**config.mk**
```make
export PLATFORM = sky130hd
export DESIGN_NAME = brc_burst_seq
export DESIGN_NICKNAME = d
export VERILOG_FILES = /design/src/hw/brc_burst_seq.v
export VERILOG_INCLUDE_DIRS = /design/src /design/src/hw
export SDC_FILE = /design/constraint.sdc
export NUM_CORES = 1
export LEC_CHECK = 0
export ABC_AREA = 1
export BUFFER_PORTS_ARGS = -buffer_cell sky130_fd_sc_hd__buf_2
export CAP_MARGIN = 0
export CORE_ASPECT_RATIO = 1.25
export CORE_MARGIN = 2
export CORE_UTILIZATION = 50
export DETAILED_ROUTE_END_ITERATION = 6
export GPL_ROUTABILITY_DRIVEN = 0
export MAX_ROUTING_LAYER = met4
export PLACE_DENSITY = 0.72
export SYNTH_ARGS = -nofsm -noshare
export SYNTH_HDL_FRONTEND = slang
export SYNTH_SLANG_ARGS = --single-unit
```
**constraint.sdc**
```tcl
create_clock -name core_clk -period 3 [get_ports core_clk]
set_input_delay 0.75 -clock core_clk [delete_from_list [all_inputs] [get_ports core_clk]]
set_output_delay 0.75 -clock core_clk [all_outputs]
set_load 0.01 [all_outputs]
```
**src/hw/brc_defs.vh**
```
`ifndef BRC_DEFS_VH
`define BRC_DEFS_VH
`define BRC_CFG_W      16
`define BRC_CFG_RST    16'h8000
`define BRC_B_RSEL     15
`define BRC_B_STBY     14
`define BRC_F_LAT_HI   13
`define BRC_F_LAT_LO   11
`define BRC_B_YLAT     9
`define BRC_B_RTIM     8
`define BRC_B_EDGE     6
`define BRC_B_WRAP     3
`define BRC_F_LEN_HI   2
`define BRC_F_LEN_LO   0
`define BRC_LEN_4      3'h1
`define BRC_LEN_8      3'h2
`define BRC_LEN_CONT   3'h7
`define BRC_LAT_OFS    4'h2
`define BRC_CNT_4      4'h4
`define BRC_CNT_8      4'h8
`define BRC_MASK_4     3'h3
`define BRC_MASK_8     3'h7
`define BRC_WS_ADDR1   5'h1D
`define BRC_WS_ADDR2   5'h1E
`define BRC_WS_ADDR3   5'h1F
`define BRC_WS_1       2'h1
`define BRC_WS_2       2'h2
`define BRC_WS_3       2'h3
`define BRC_BOUND_LO   5'h00
`define BRC_BOUND_HI   5'h1F
`endif

```
**src/hw/brc_burst_seq.v**
```verilog
`timescale 1ns/1ns
`include "brc_defs.vh"
module brc_burst_seq #(
    parameter ADDR_W       = 20,
    parameter DATA_W       = 32,
    parameter HIGH_DENSITY = 0
) (
    // Clock and reset
    input  wire              core_clk,
    input  wire              sys_rst,
    // Power-down request
    input  wire              pd_req,
    // Configuration register port
    input  wire              cfg_wr,
    input  wire [15:0]       cfg_wdata,
    output reg  [15:0]       cfg_rdata,
    // Burst bus pins
    input  wire              burst_clk,
    input  wire              chip_en_n,
    input  wire              addr_latch_n,
    input  wire              burst_adv_n,
    input  wire [ADDR_W-1:0] start_addr,
    output reg               ready_out,
    // Array read port
    output reg  [ADDR_W-1:0] arr_addr,
    input  wire [DATA_W-1:0] arr_data,
    // Output word stream
    output reg  [DATA_W-1:0] dq_data,
    output reg               dq_valid,
    input  wire              dq_ready,
    // Mode status
    output reg               standby,
    output reg               async_mode
);

    localparam ST_IDLE = 3'h1;
    localparam ST_LAT  = 3'h2;
    localparam ST_RUN  = 3'h4;

    reg  [15:0]       cfg_reg;
    reg               k_prev_reg;
    reg               l_prev_reg;
    reg               ltaken_reg;
    reg  [2:0]        state_reg;
    reg  [2:0]        state_next;
    reg  [3:0]        lat_reg;
    reg  [3:0]        lat_next;
    reg  [3:0]        left_reg;
    reg  [3:0]        left_next;
    reg  [1:0]        wait_reg;
    reg  [1:0]        wait_next;
    reg               phase_reg;
    reg               phase_next;
    reg  [ADDR_W-1:0] addr_next;
    reg               ready_next;
    reg               push;
    reg  [DATA_W-1:0] d1_reg;
    reg               v1_reg;

    wire       sync_rd;
    wire       rise_sel;
    wire       act;
    wire       lrel;
    wire       lfall;
    wire       load_now;
    wire [2:0] len_code;
    wire       is_cont;
    wire       is_wrap;
    wire [3:0] lat_val;
    wire [2:0] wmask;
    wire       buf_ok;
    wire       pop;
    wire [ADDR_W-1:0] addr_inc;

    assign sync_rd  = ~cfg_reg[`BRC_B_RSEL];
    // The companion bit is never consulted: the host owns it
    assign rise_sel = (HIGH_DENSITY != 0) ? 1'b1 : cfg_reg[`BRC_B_EDGE];
    assign act      = rise_sel ? (burst_clk & ~k_prev_reg)
                               : (~burst_clk & k_prev_reg);
    assign lrel     = addr_latch_n & ~l_prev_reg;
    assign lfall    = ~addr_latch_n & l_prev_reg;
    // A load on the edge also blocks a second load at release
    assign load_now = sync_rd & ~chip_en_n & ~(ltaken_reg & ~lfall)
                    & ((act & ~addr_latch_n) | lrel);
    assign len_code = cfg_reg[`BRC_F_LEN_HI:`BRC_F_LEN_LO];
    assign is_cont  = (len_code == `BRC_LEN_CONT);
    assign is_wrap  = ~cfg_reg[`BRC_B_WRAP] & ~is_cont;
    assign lat_val  = {1'b0, cfg_reg[`BRC_F_LAT_HI:`BRC_F_LAT_LO]}
                    + `BRC_LAT_OFS;
    assign wmask    = (len_code == `BRC_LEN_8) ? `BRC_MASK_8 : `BRC_MASK_4;
    assign buf_ok   = ~v1_reg;
    assign pop      = dq_valid & dq_ready;
    assign addr_inc = arr_addr + {{(ADDR_W-1){1'b0}}, 1'b1};

    // Configuration register
    always @(posedge core_clk) begin
        if (sys_rst || pd_req) begin
            cfg_reg <= `BRC_CFG_RST;
        end else if (cfg_wr) begin
            cfg_reg <= cfg_wdata;
        end
    end

    always @(posedge core_clk) begin
        if (sys_rst) begin
            cfg_rdata  <= `BRC_CFG_RST;
            standby    <= 1'b0;
            async_mode <= 1'b1;
        end else begin
            cfg_rdata  <= cfg_reg;
            standby    <= chip_en_n & ~cfg_reg[`BRC_B_STBY];
            async_mode <= cfg_reg[`BRC_B_RSEL];
        end
    end

    // Pin history for edge detection
    always @(posedge core_clk) begin
        if (sys_rst) begin
            k_prev_reg <= 1'b0;
            l_prev_reg <= 1'b1;
            ltaken_reg <= 1'b0;
        end else begin
            k_prev_reg <= burst_clk;
            l_prev_reg <= addr_latch_n;
            if (load_now) begin
                ltaken_reg <= 1'b1;
            end else if (lfall) begin
                ltaken_reg <= 1'b0;
            end
        end
    end

    // Sequencer
    always @* begin
        state_next = state_reg;
        lat_next   = lat_reg;
        left_next  = left_reg;
        wait_next  = wait_reg;
        phase_next = phase_reg;
        addr_next  = arr_addr;
        push       = 1'b0;
        if (load_now) begin
            state_next = ST_LAT;
            addr_next  = start_addr;
            lat_next   = lat_val - 4'h1;
            phase_next = 1'b0;
            left_next  = (len_code == `BRC_LEN_8) ? `BRC_CNT_8 : `BRC_CNT_4;
            wait_next  = 2'h0;
            if (is_cont || cfg_reg[`BRC_B_WRAP]) begin
                case (start_addr[4:0])
                    `BRC_WS_ADDR1: wait_next = `BRC_WS_1;
                    `BRC_WS_ADDR2: wait_next = `BRC_WS_2;
                    `BRC_WS_ADDR3: wait_next = `BRC_WS_3;
                    default:       wait_next = 2'h0;
                endcase
            end
        end else if (chip_en_n || !sync_rd) begin
            state_next = ST_IDLE;
        end else if (act) begin
            case (state_reg)
                ST_IDLE: begin
                    state_next = ST_IDLE;
                end
                ST_LAT: begin
                    if (lat_reg <= 4'h1) begin
                        if (buf_ok) begin
                            push       = 1'b1;
                            state_next = ST_RUN;
                        end
                    end else begin
                        lat_next = lat_reg - 4'h1;
                    end
                end
                ST_RUN: begin
                    if (!burst_adv_n && buf_ok) begin
                        if ((wait_reg != 2'h0) &&
                            (arr_addr[4:0] == `BRC_BOUND_LO)) begin
                            wait_next = wait_reg - 2'h1;
                        end else if (cfg_reg[`BRC_B_YLAT] && !phase_reg) begin
                            phase_next = 1'b1;
                        end else begin
                            push       = 1'b1;
                            phase_next = 1'b0;
                        end
                    end
                end
                default: begin
                    state_next = ST_IDLE;
                end
            endcase
        end
        // Every delivered word advances the counter
        if (push) begin
            if (is_wrap) begin
                addr_next = (arr_addr & ~{{(ADDR_W-3){1'b0}}, wmask})
                          | (addr_inc & {{(ADDR_W-3){1'b0}}, wmask});
            end else begin
                addr_next = addr_inc;
            end
            if (!is_cont) begin
                left_next = left_reg - 4'h1;
                if (left_reg == 4'h1) begin
                    state_next = ST_IDLE;
                end
            end
        end
    end

    // Ready drops only on a boundary stall, or one data cycle ahead
    always @* begin
        ready_next = 1'b1;
        if (state_next == ST_RUN && wait_next != 2'h0) begin
            if (addr_next[4:0] == `BRC_BOUND_LO) begin
                ready_next = 1'b0;
            end else if (cfg_reg[`BRC_B_RTIM] &&
                         addr_next[4:0] == `BRC_BOUND_HI) begin
                ready_next = 1'b0;
            end
        end
    end

    always @(posedge core_clk) begin
        if (sys_rst) begin
            state_reg <= ST_IDLE;
            lat_reg   <= 4'h0;
            left_reg  <= 4'h0;
            wait_reg  <= 2'h0;
            phase_reg <= 1'b0;
            arr_addr  <= {ADDR_W{1'b0}};
            ready_out <= 1'b1;
        end else begin
            state_reg <= state_next;
            lat_reg   <= lat_next;
            left_reg  <= left_next;
            wait_reg  <= wait_next;
            phase_reg <= phase_next;
            arr_addr  <= addr_next;
            ready_out <= ready_next;
        end
    end

    // Two-entry buffer; a full buffer stalls the sequencer, so no word is lost
    always @(posedge core_clk) begin
        if (sys_rst) begin
            dq_data  <= {DATA_W{1'b0}};
            dq_valid <= 1'b0;
            d1_reg   <= {DATA_W{1'b0}};
            v1_reg   <= 1'b0;
        end else begin
            case ({push, pop})
                2'h2: begin
                    if (!dq_valid) begin
                        dq_data  <= arr_data;
                        dq_valid <= 1'b1;
                    end else begin
                        d1_reg <= arr_data;
                        v1_reg <= 1'b1;
                    end
                end
                2'h1: begin
                    dq_data  <= d1_reg;
                    dq_valid <= v1_reg;
                    v1_reg   <= 1'b0;
                end
                2'h3: begin
                    if (v1_reg) begin
                        dq_data <= d1_reg;
                        d1_reg  <= arr_data;
                    end else begin
                        dq_data <= arr_data;
                    end
                end
                default: begin
                    dq_valid <= dq_valid;
                end
            endcase
        end
    end

endmodule // brc_burst_seq

```
# == Word level (Yosys, flattened, before mapping) ==
# Cells that the tools add are included.
# classes
reduce_logical,28
order_cmp,1
n_addsub,6
muxes,54
bitwise_logic,32
eq_ne,18
# ops
cell,count
$mux 32,4
$pmux 32 s3,1
$pmux 32 s2,1
$mux 20,3
$mux 4,9
$mux 3,9
$add 20x1->20 const B,1
$and 20x20->20,1
$and 20x3->20,1
$eq 5x5->1 const B,4
$not 3->20,1
$or 20x20->20,1
$reduce_bool 2->1,8
$mux 1,15
$not 1->1,15
$mux 2,7
$and 1x1->1,12
$sub 4x1->4 const B,3
$logic_not 5->1,2
$ne 2x2->1 const B,5
$eq 3x3->1 const B,3
$eq 3x2->1 const B,2
$pmux 1 s2,3
$pmux 2 s3,1
other kinds (17),27
# totals
input_bits,77
word_cells,158
register_bits,138

# == Logic depth before layout (Yosys ltp) ==
# depth
depth_word,15
mapped_depth,16

# == Worst setup path before layout ==
# Ideal clock, no wire load.
# synth_path
path_kind,in2reg
from,input port addr_latch_n
to,register dq_data[0]
stages,12
t_required_ps,2884
setup_slack_ps,379
n_path_buf,1
arrival_ps,2506
cell_sequence,inv_2 > nand2_2 > a21oi_4 > nand2_4 > nand3_4 > inv_4 > ha_1 > a21oi_1 > clkbuf_1 > o22ai_1 > o21ai_0 > nor2_1
# synth_via
elab_chain_cells,11
word_cells_on_any_way,18
classes_between,eq/ne: 4; mux: 2; bitwise: 10; reduce/logical: 2
# synth_rtl
item,line_no,source
"start, declared",brc_burst_seq.v:20,"input wire addr_latch_n,"
$not 1->1,"brc_burst_seq.v:81, brc_burst_seq.v:84",
$and 1x1->1,brc_burst_seq.v:81,assign lfall = ~addr_latch_n & l_prev_reg;
$not 1->1,brc_burst_seq.v:83,assign load_now = sync_rd & ~chip_en_n & ~(ltaken_reg & ~lfall)
$and 1x1->1,brc_burst_seq.v:83,
$not 1->1,brc_burst_seq.v:83,
$and 1x1->1,brc_burst_seq.v:83,
$and 1x1->1 *,brc_burst_seq.v:84,& ((act & ~addr_latch_n) | lrel);
$mux 1 *,brc_burst_seq.v:142,if (load_now) begin
$eq 2x2->1 or $eq 2x1->1 (tied branches),brc_burst_seq.v:250,"case ({push, pop})"
$ne 2x2->1 (no source line) or $reduce_bool 3->1 (tied branches),n/a,
$reduce_and 2->1 (no source line),n/a,
"end signal, assigned",brc_burst_seq.v:245,dq_data <= {DATA_W{1'b0}};
"end signal, assigned",brc_burst_seq.v:253,dq_data <= arr_data;
"end signal, assigned",brc_burst_seq.v:261,dq_data <= d1_reg;
"end, declared",brc_burst_seq.v:28,"output reg [DATA_W-1:0] dq_data,"
# Mark *: on every way between the ends. The rest lies on a longest branch, timed or not.
# A chain may end at the register's enable or synchronous reset.

# == Worst setup path after layout ==
# layout_path
from,register arr_addr[0]
to,register dq_data[26]
# layout_via
elab_chain_cells,11
word_cells_on_any_way,15
classes_between,eq/ne: 4; mux: 7; reduce/logical: 4
# layout_rtl
item,line_no,source
"start, declared",brc_burst_seq.v:25,"output reg [ADDR_W-1:0] arr_addr,"
"start signal, assigned",brc_burst_seq.v:229,arr_addr <= {ADDR_W{1'b0}};
"start signal, assigned",brc_burst_seq.v:237,arr_addr <= addr_next;
$logic_not 5->1 (no source line) *,n/a,
$logic_and 1x1->1 *,brc_burst_seq.v:176,if ((wait_reg != 2'h0) &&
$mux 1 *,brc_burst_seq.v:176,
$mux 1 *,brc_burst_seq.v:175,if (!burst_adv_n && buf_ok) begin
$pmux 1 s2 *,brc_burst_seq.v:160,case (state_reg)
$mux 1 *,brc_burst_seq.v:159,end else if (act) begin
$mux 1 *,brc_burst_seq.v:157,end else if (chip_en_n || !sync_rd) begin
$mux 1 *,brc_burst_seq.v:142,
$eq 2x2->1 or $eq 2x1->1 (tied branches),brc_burst_seq.v:250,
$ne 2x2->1 (no source line) or $reduce_bool 3->1 (tied branches),n/a,
$reduce_and 2->1 (no source line),n/a,
# Marked as above.

==> flow_metrics.env <==
export IMPL_p_per_area_nw_per_um2=538
export IMPL_rows=46
export IMPL_relSlewSlack=0.497
export IMPL_min_path_type="reg2reg"
export IMPL_grt_antenna_before_repair=0
export IMPL_reg2reg_from="arr_addr[0]$_SDFF_PP0_"
export IMPL_setup_tns_final_ns=0
export IMPL_drt_pass1_iter_count=4
export IMPL_avgSynthCellArea_um2=7.23
export IMPL_vias_per_cell=5.13
export IMPL_grt_setup_unrepaired="no"
export IMPL_cp_max_fo=32
export IMPL_wirelength_um=16000
export IMPL_die_area_um2=13800
export IMPL_max_stage_delay_ns=0.48
export IMPL_synth_cells=889
export IMPL_hpwlAfterDp_um=10800
export IMPL_num_nets_final=1117
export IMPL_yosysSeqAreaShare=0.427
export IMPL_peakVddDrop_mv=0.384
export IMPL_clkSlewWorstSetupHoldPaths_ns=0.06
export IMPL_worst_pin_slew_ns=0.754
export IMPL_avgRoutedWirePerCell_um=13.2
export IMPL_startpoint="arr_addr[0]$_SDFF_PP0_"
export IMPL_clock_path_buffers=2
export IMPL_cts_resized_gates=0
export IMPL_finalHoldViolCount=0
export IMPL_end_kind="register"
export IMPL_drive_gt1_frac=0.245
export IMPL_cts_root_buffer="clkbuf_16"
export IMPL_cts_buffers=17
export IMPL_synth_top_area_frac=0.427
export IMPL_final_setup_viol_count=0
export IMPL_diodes=0
export IMPL_finClkSkew_ns=0.0109
export IMPL_fin_crit_ns=2.56
export IMPL_min_from="cfg_reg[14]$_SDFFE_PP0P_"
export IMPL_cts_setup_buffers=0
export IMPL_first_iter_violations=302
export IMPL_crit_buf_inv=3
export IMPL_die_x_um=105
export IMPL_die_h_um=131
export IMPL_fin_crit_sh=0.852
export IMPL_synth_seq_cells=137
export IMPL_grt_pass1_vias=5698
export IMPL_start_util=0.510
export IMPL_drv_cap=0
export IMPL_synth_cell_types=40
export IMPL_area_delta_synth_final_pct=24.0
export IMPL_crit_family="simple AND/OR/NAND/NOR gates"
export IMPL_synth_edff_count=0
export IMPL_synth_area_top_cells="dfxtp_1, nand2_1, o21ai_0, nor2_1, a21oi_1"
export IMPL_grt_first_pass_wirelength_um=26200
export IMPL_grt_max_degree=55
export IMPL_htreeDepth=4
export IMPL_vias=6209
export IMPL_io_pins=149
export IMPL_cp_slowest_cell="dfxtp_1"
export IMPL_io_buffers=148
export IMPL_cp_cell_sequence="inv_1 > ha_1 > nand3_1 > nand2_1 > nand2_2 > nand3_4 > inv_4 > ha_1 > a21oi_2 > buf_12 > o32ai_1 > o21ai_0 > nor2_1"
export IMPL_worstSetupStartpointType="register"
export IMPL_cp_common_cell="ha_1"
export IMPL_netlist_area_um2=6430
export IMPL_clock_latency_ns=0.41
export IMPL_cts_sinks=137
export IMPL_synth_warnings=0
export IMPL_grt_ovfl_total=0
export IMPL_cts_tree="built"
export IMPL_ant_nets=0
export IMPL_synth_top_area_cell="dfxtp_1"
export IMPL_path_class="reg2reg"
export IMPL_track_usage=0.241
export IMPL_synth_fp_nets=977
export IMPL_synthFlopType="dfxtp_1"
export IMPL_p_leak_nw=3.54
export IMPL_critPathRequiredTime_ns=3.34
export IMPL_ctsHoldBuffers=0
export IMPL_ys_async_sr_fraction=0
export IMPL_core_area_um2=12600
export IMPL_hold_ws_ns=0.418
export IMPL_arrival_ns=2.90
export IMPL_fmax_mhz=391
export IMPL_drc=0
export IMPL_slew_viol_final=0
export IMPL_status="finished, final reports clean"
layout make-up:
type / count / area (um2)
Clock buffer: 17 / 425
Tap cell: 168 / 210
Timing Repair Buffer: 166 / 926
Sequential cell: 137 / 2740
Fill cell: 1171 / 4630
Clock inverter: 15 / 210
Multi-Input combinational cell: 602 / 3060
Inverter: 105 / 399
power by group:
part           internal [mW]  switching [mW]  total, mW
sequential              1.84          0.0120       1.85
combinational         0.0897           0.125      0.215
clock                   1.35           0.874       2.22
total                   3.28            1.01       4.29
per-stage QoR:
step            util  std cells  setup slack [ns]  power, mW  area (um2)
6_report       0.633       1210             0.443       4.29        7970
3_3_place_gp   0.582       1178             0.342       2.11        7340
5_1_grt        0.633       1210             0.170       4.45        7970
4_1_cts        0.633       1210             0.467       4.32        7970
2_1_floorplan      -        889             0.379       2.01        6430
3_5_place_dp   0.582       1178             0.268       2.11        7340
layer usage:
metal,track usage,up-vias,part of all wire
met5,-,-,0
met4,0.0659,0,0.0095
met3,0.0580,10,0.056
met2,0.408,177,0.51
met1,0.288,2811,0.43
li1,-,3211,-
synthesized netlist by cell type (2+ instances only):
library cell,count
nand2_1,151
dfxtp_1,137
nor2_1,97
inv_1,94
o21ai_0,74
a21oi_1,71
nand3_1,44
nor2_2,35
o22ai_1,27
clkbuf_1,26
nand4_1,14
o21ai_1,14
nor3_1,12
ha_1,11
a31oi_1,8
a211oi_1,6
buf_2,6
buf_6,6
inv_2,6
xor2_1,6
nand2_2,5
o32ai_1,5
xnor2_1,5
buf_4,4
buf_1,3
clkinv_1,3
a21oi_4,2
a221oi_1,2
a22oi_1,2
inv_4,2
o21bai_1,2
cell families (layout without fill, tap and decap cells):
kind of cell    count (synthesis)  count (layout)  synth area share
compound gates                216             216             0.188
xor+xnor                       11              11            0.0150
fa+ha+maj                      11              11            0.0214
buf+inv                       150             303            0.0989
flops                         137             137             0.427
simple gates                  364             364             0.250
final timing paths:
kind / depth (start not counted) / slack, ns / endpoint
worst min register to register: 1 / 0.42 / standby$_SDFF_PP0_
worst max register to register: 13 / 0.44 / dq_data[26]$_SDFFE_PP0P_
worst max-delay path: 13 / 0.44 / dq_data[26]$_SDFFE_PP0P_
worst min-delay path: 1 / 0.42 / standby$_SDFF_PP0_
cells in the final DEF, fill, tap and decap left out, drive strengths merged:
cell type	n
a211oi	6
a21oi	73
a221oi	2
a22oi	2
a311oi	1
a31oi	8
and2	1
buf	166
bufinv	3
clkbuf	17
clkinv	6
clkinvlp	2
dfxtp	137
ha	11
inv	109
nand2	157
nand3	45
nand3b	1
nand4	15
nor2	132
nor3	12
o211ai	1
o21a	1
o21ai	88
o21bai	2
o22ai	27
o32ai	5
or2	1
xnor2	5
xor2	6
(Power assumes the default switching activity.)
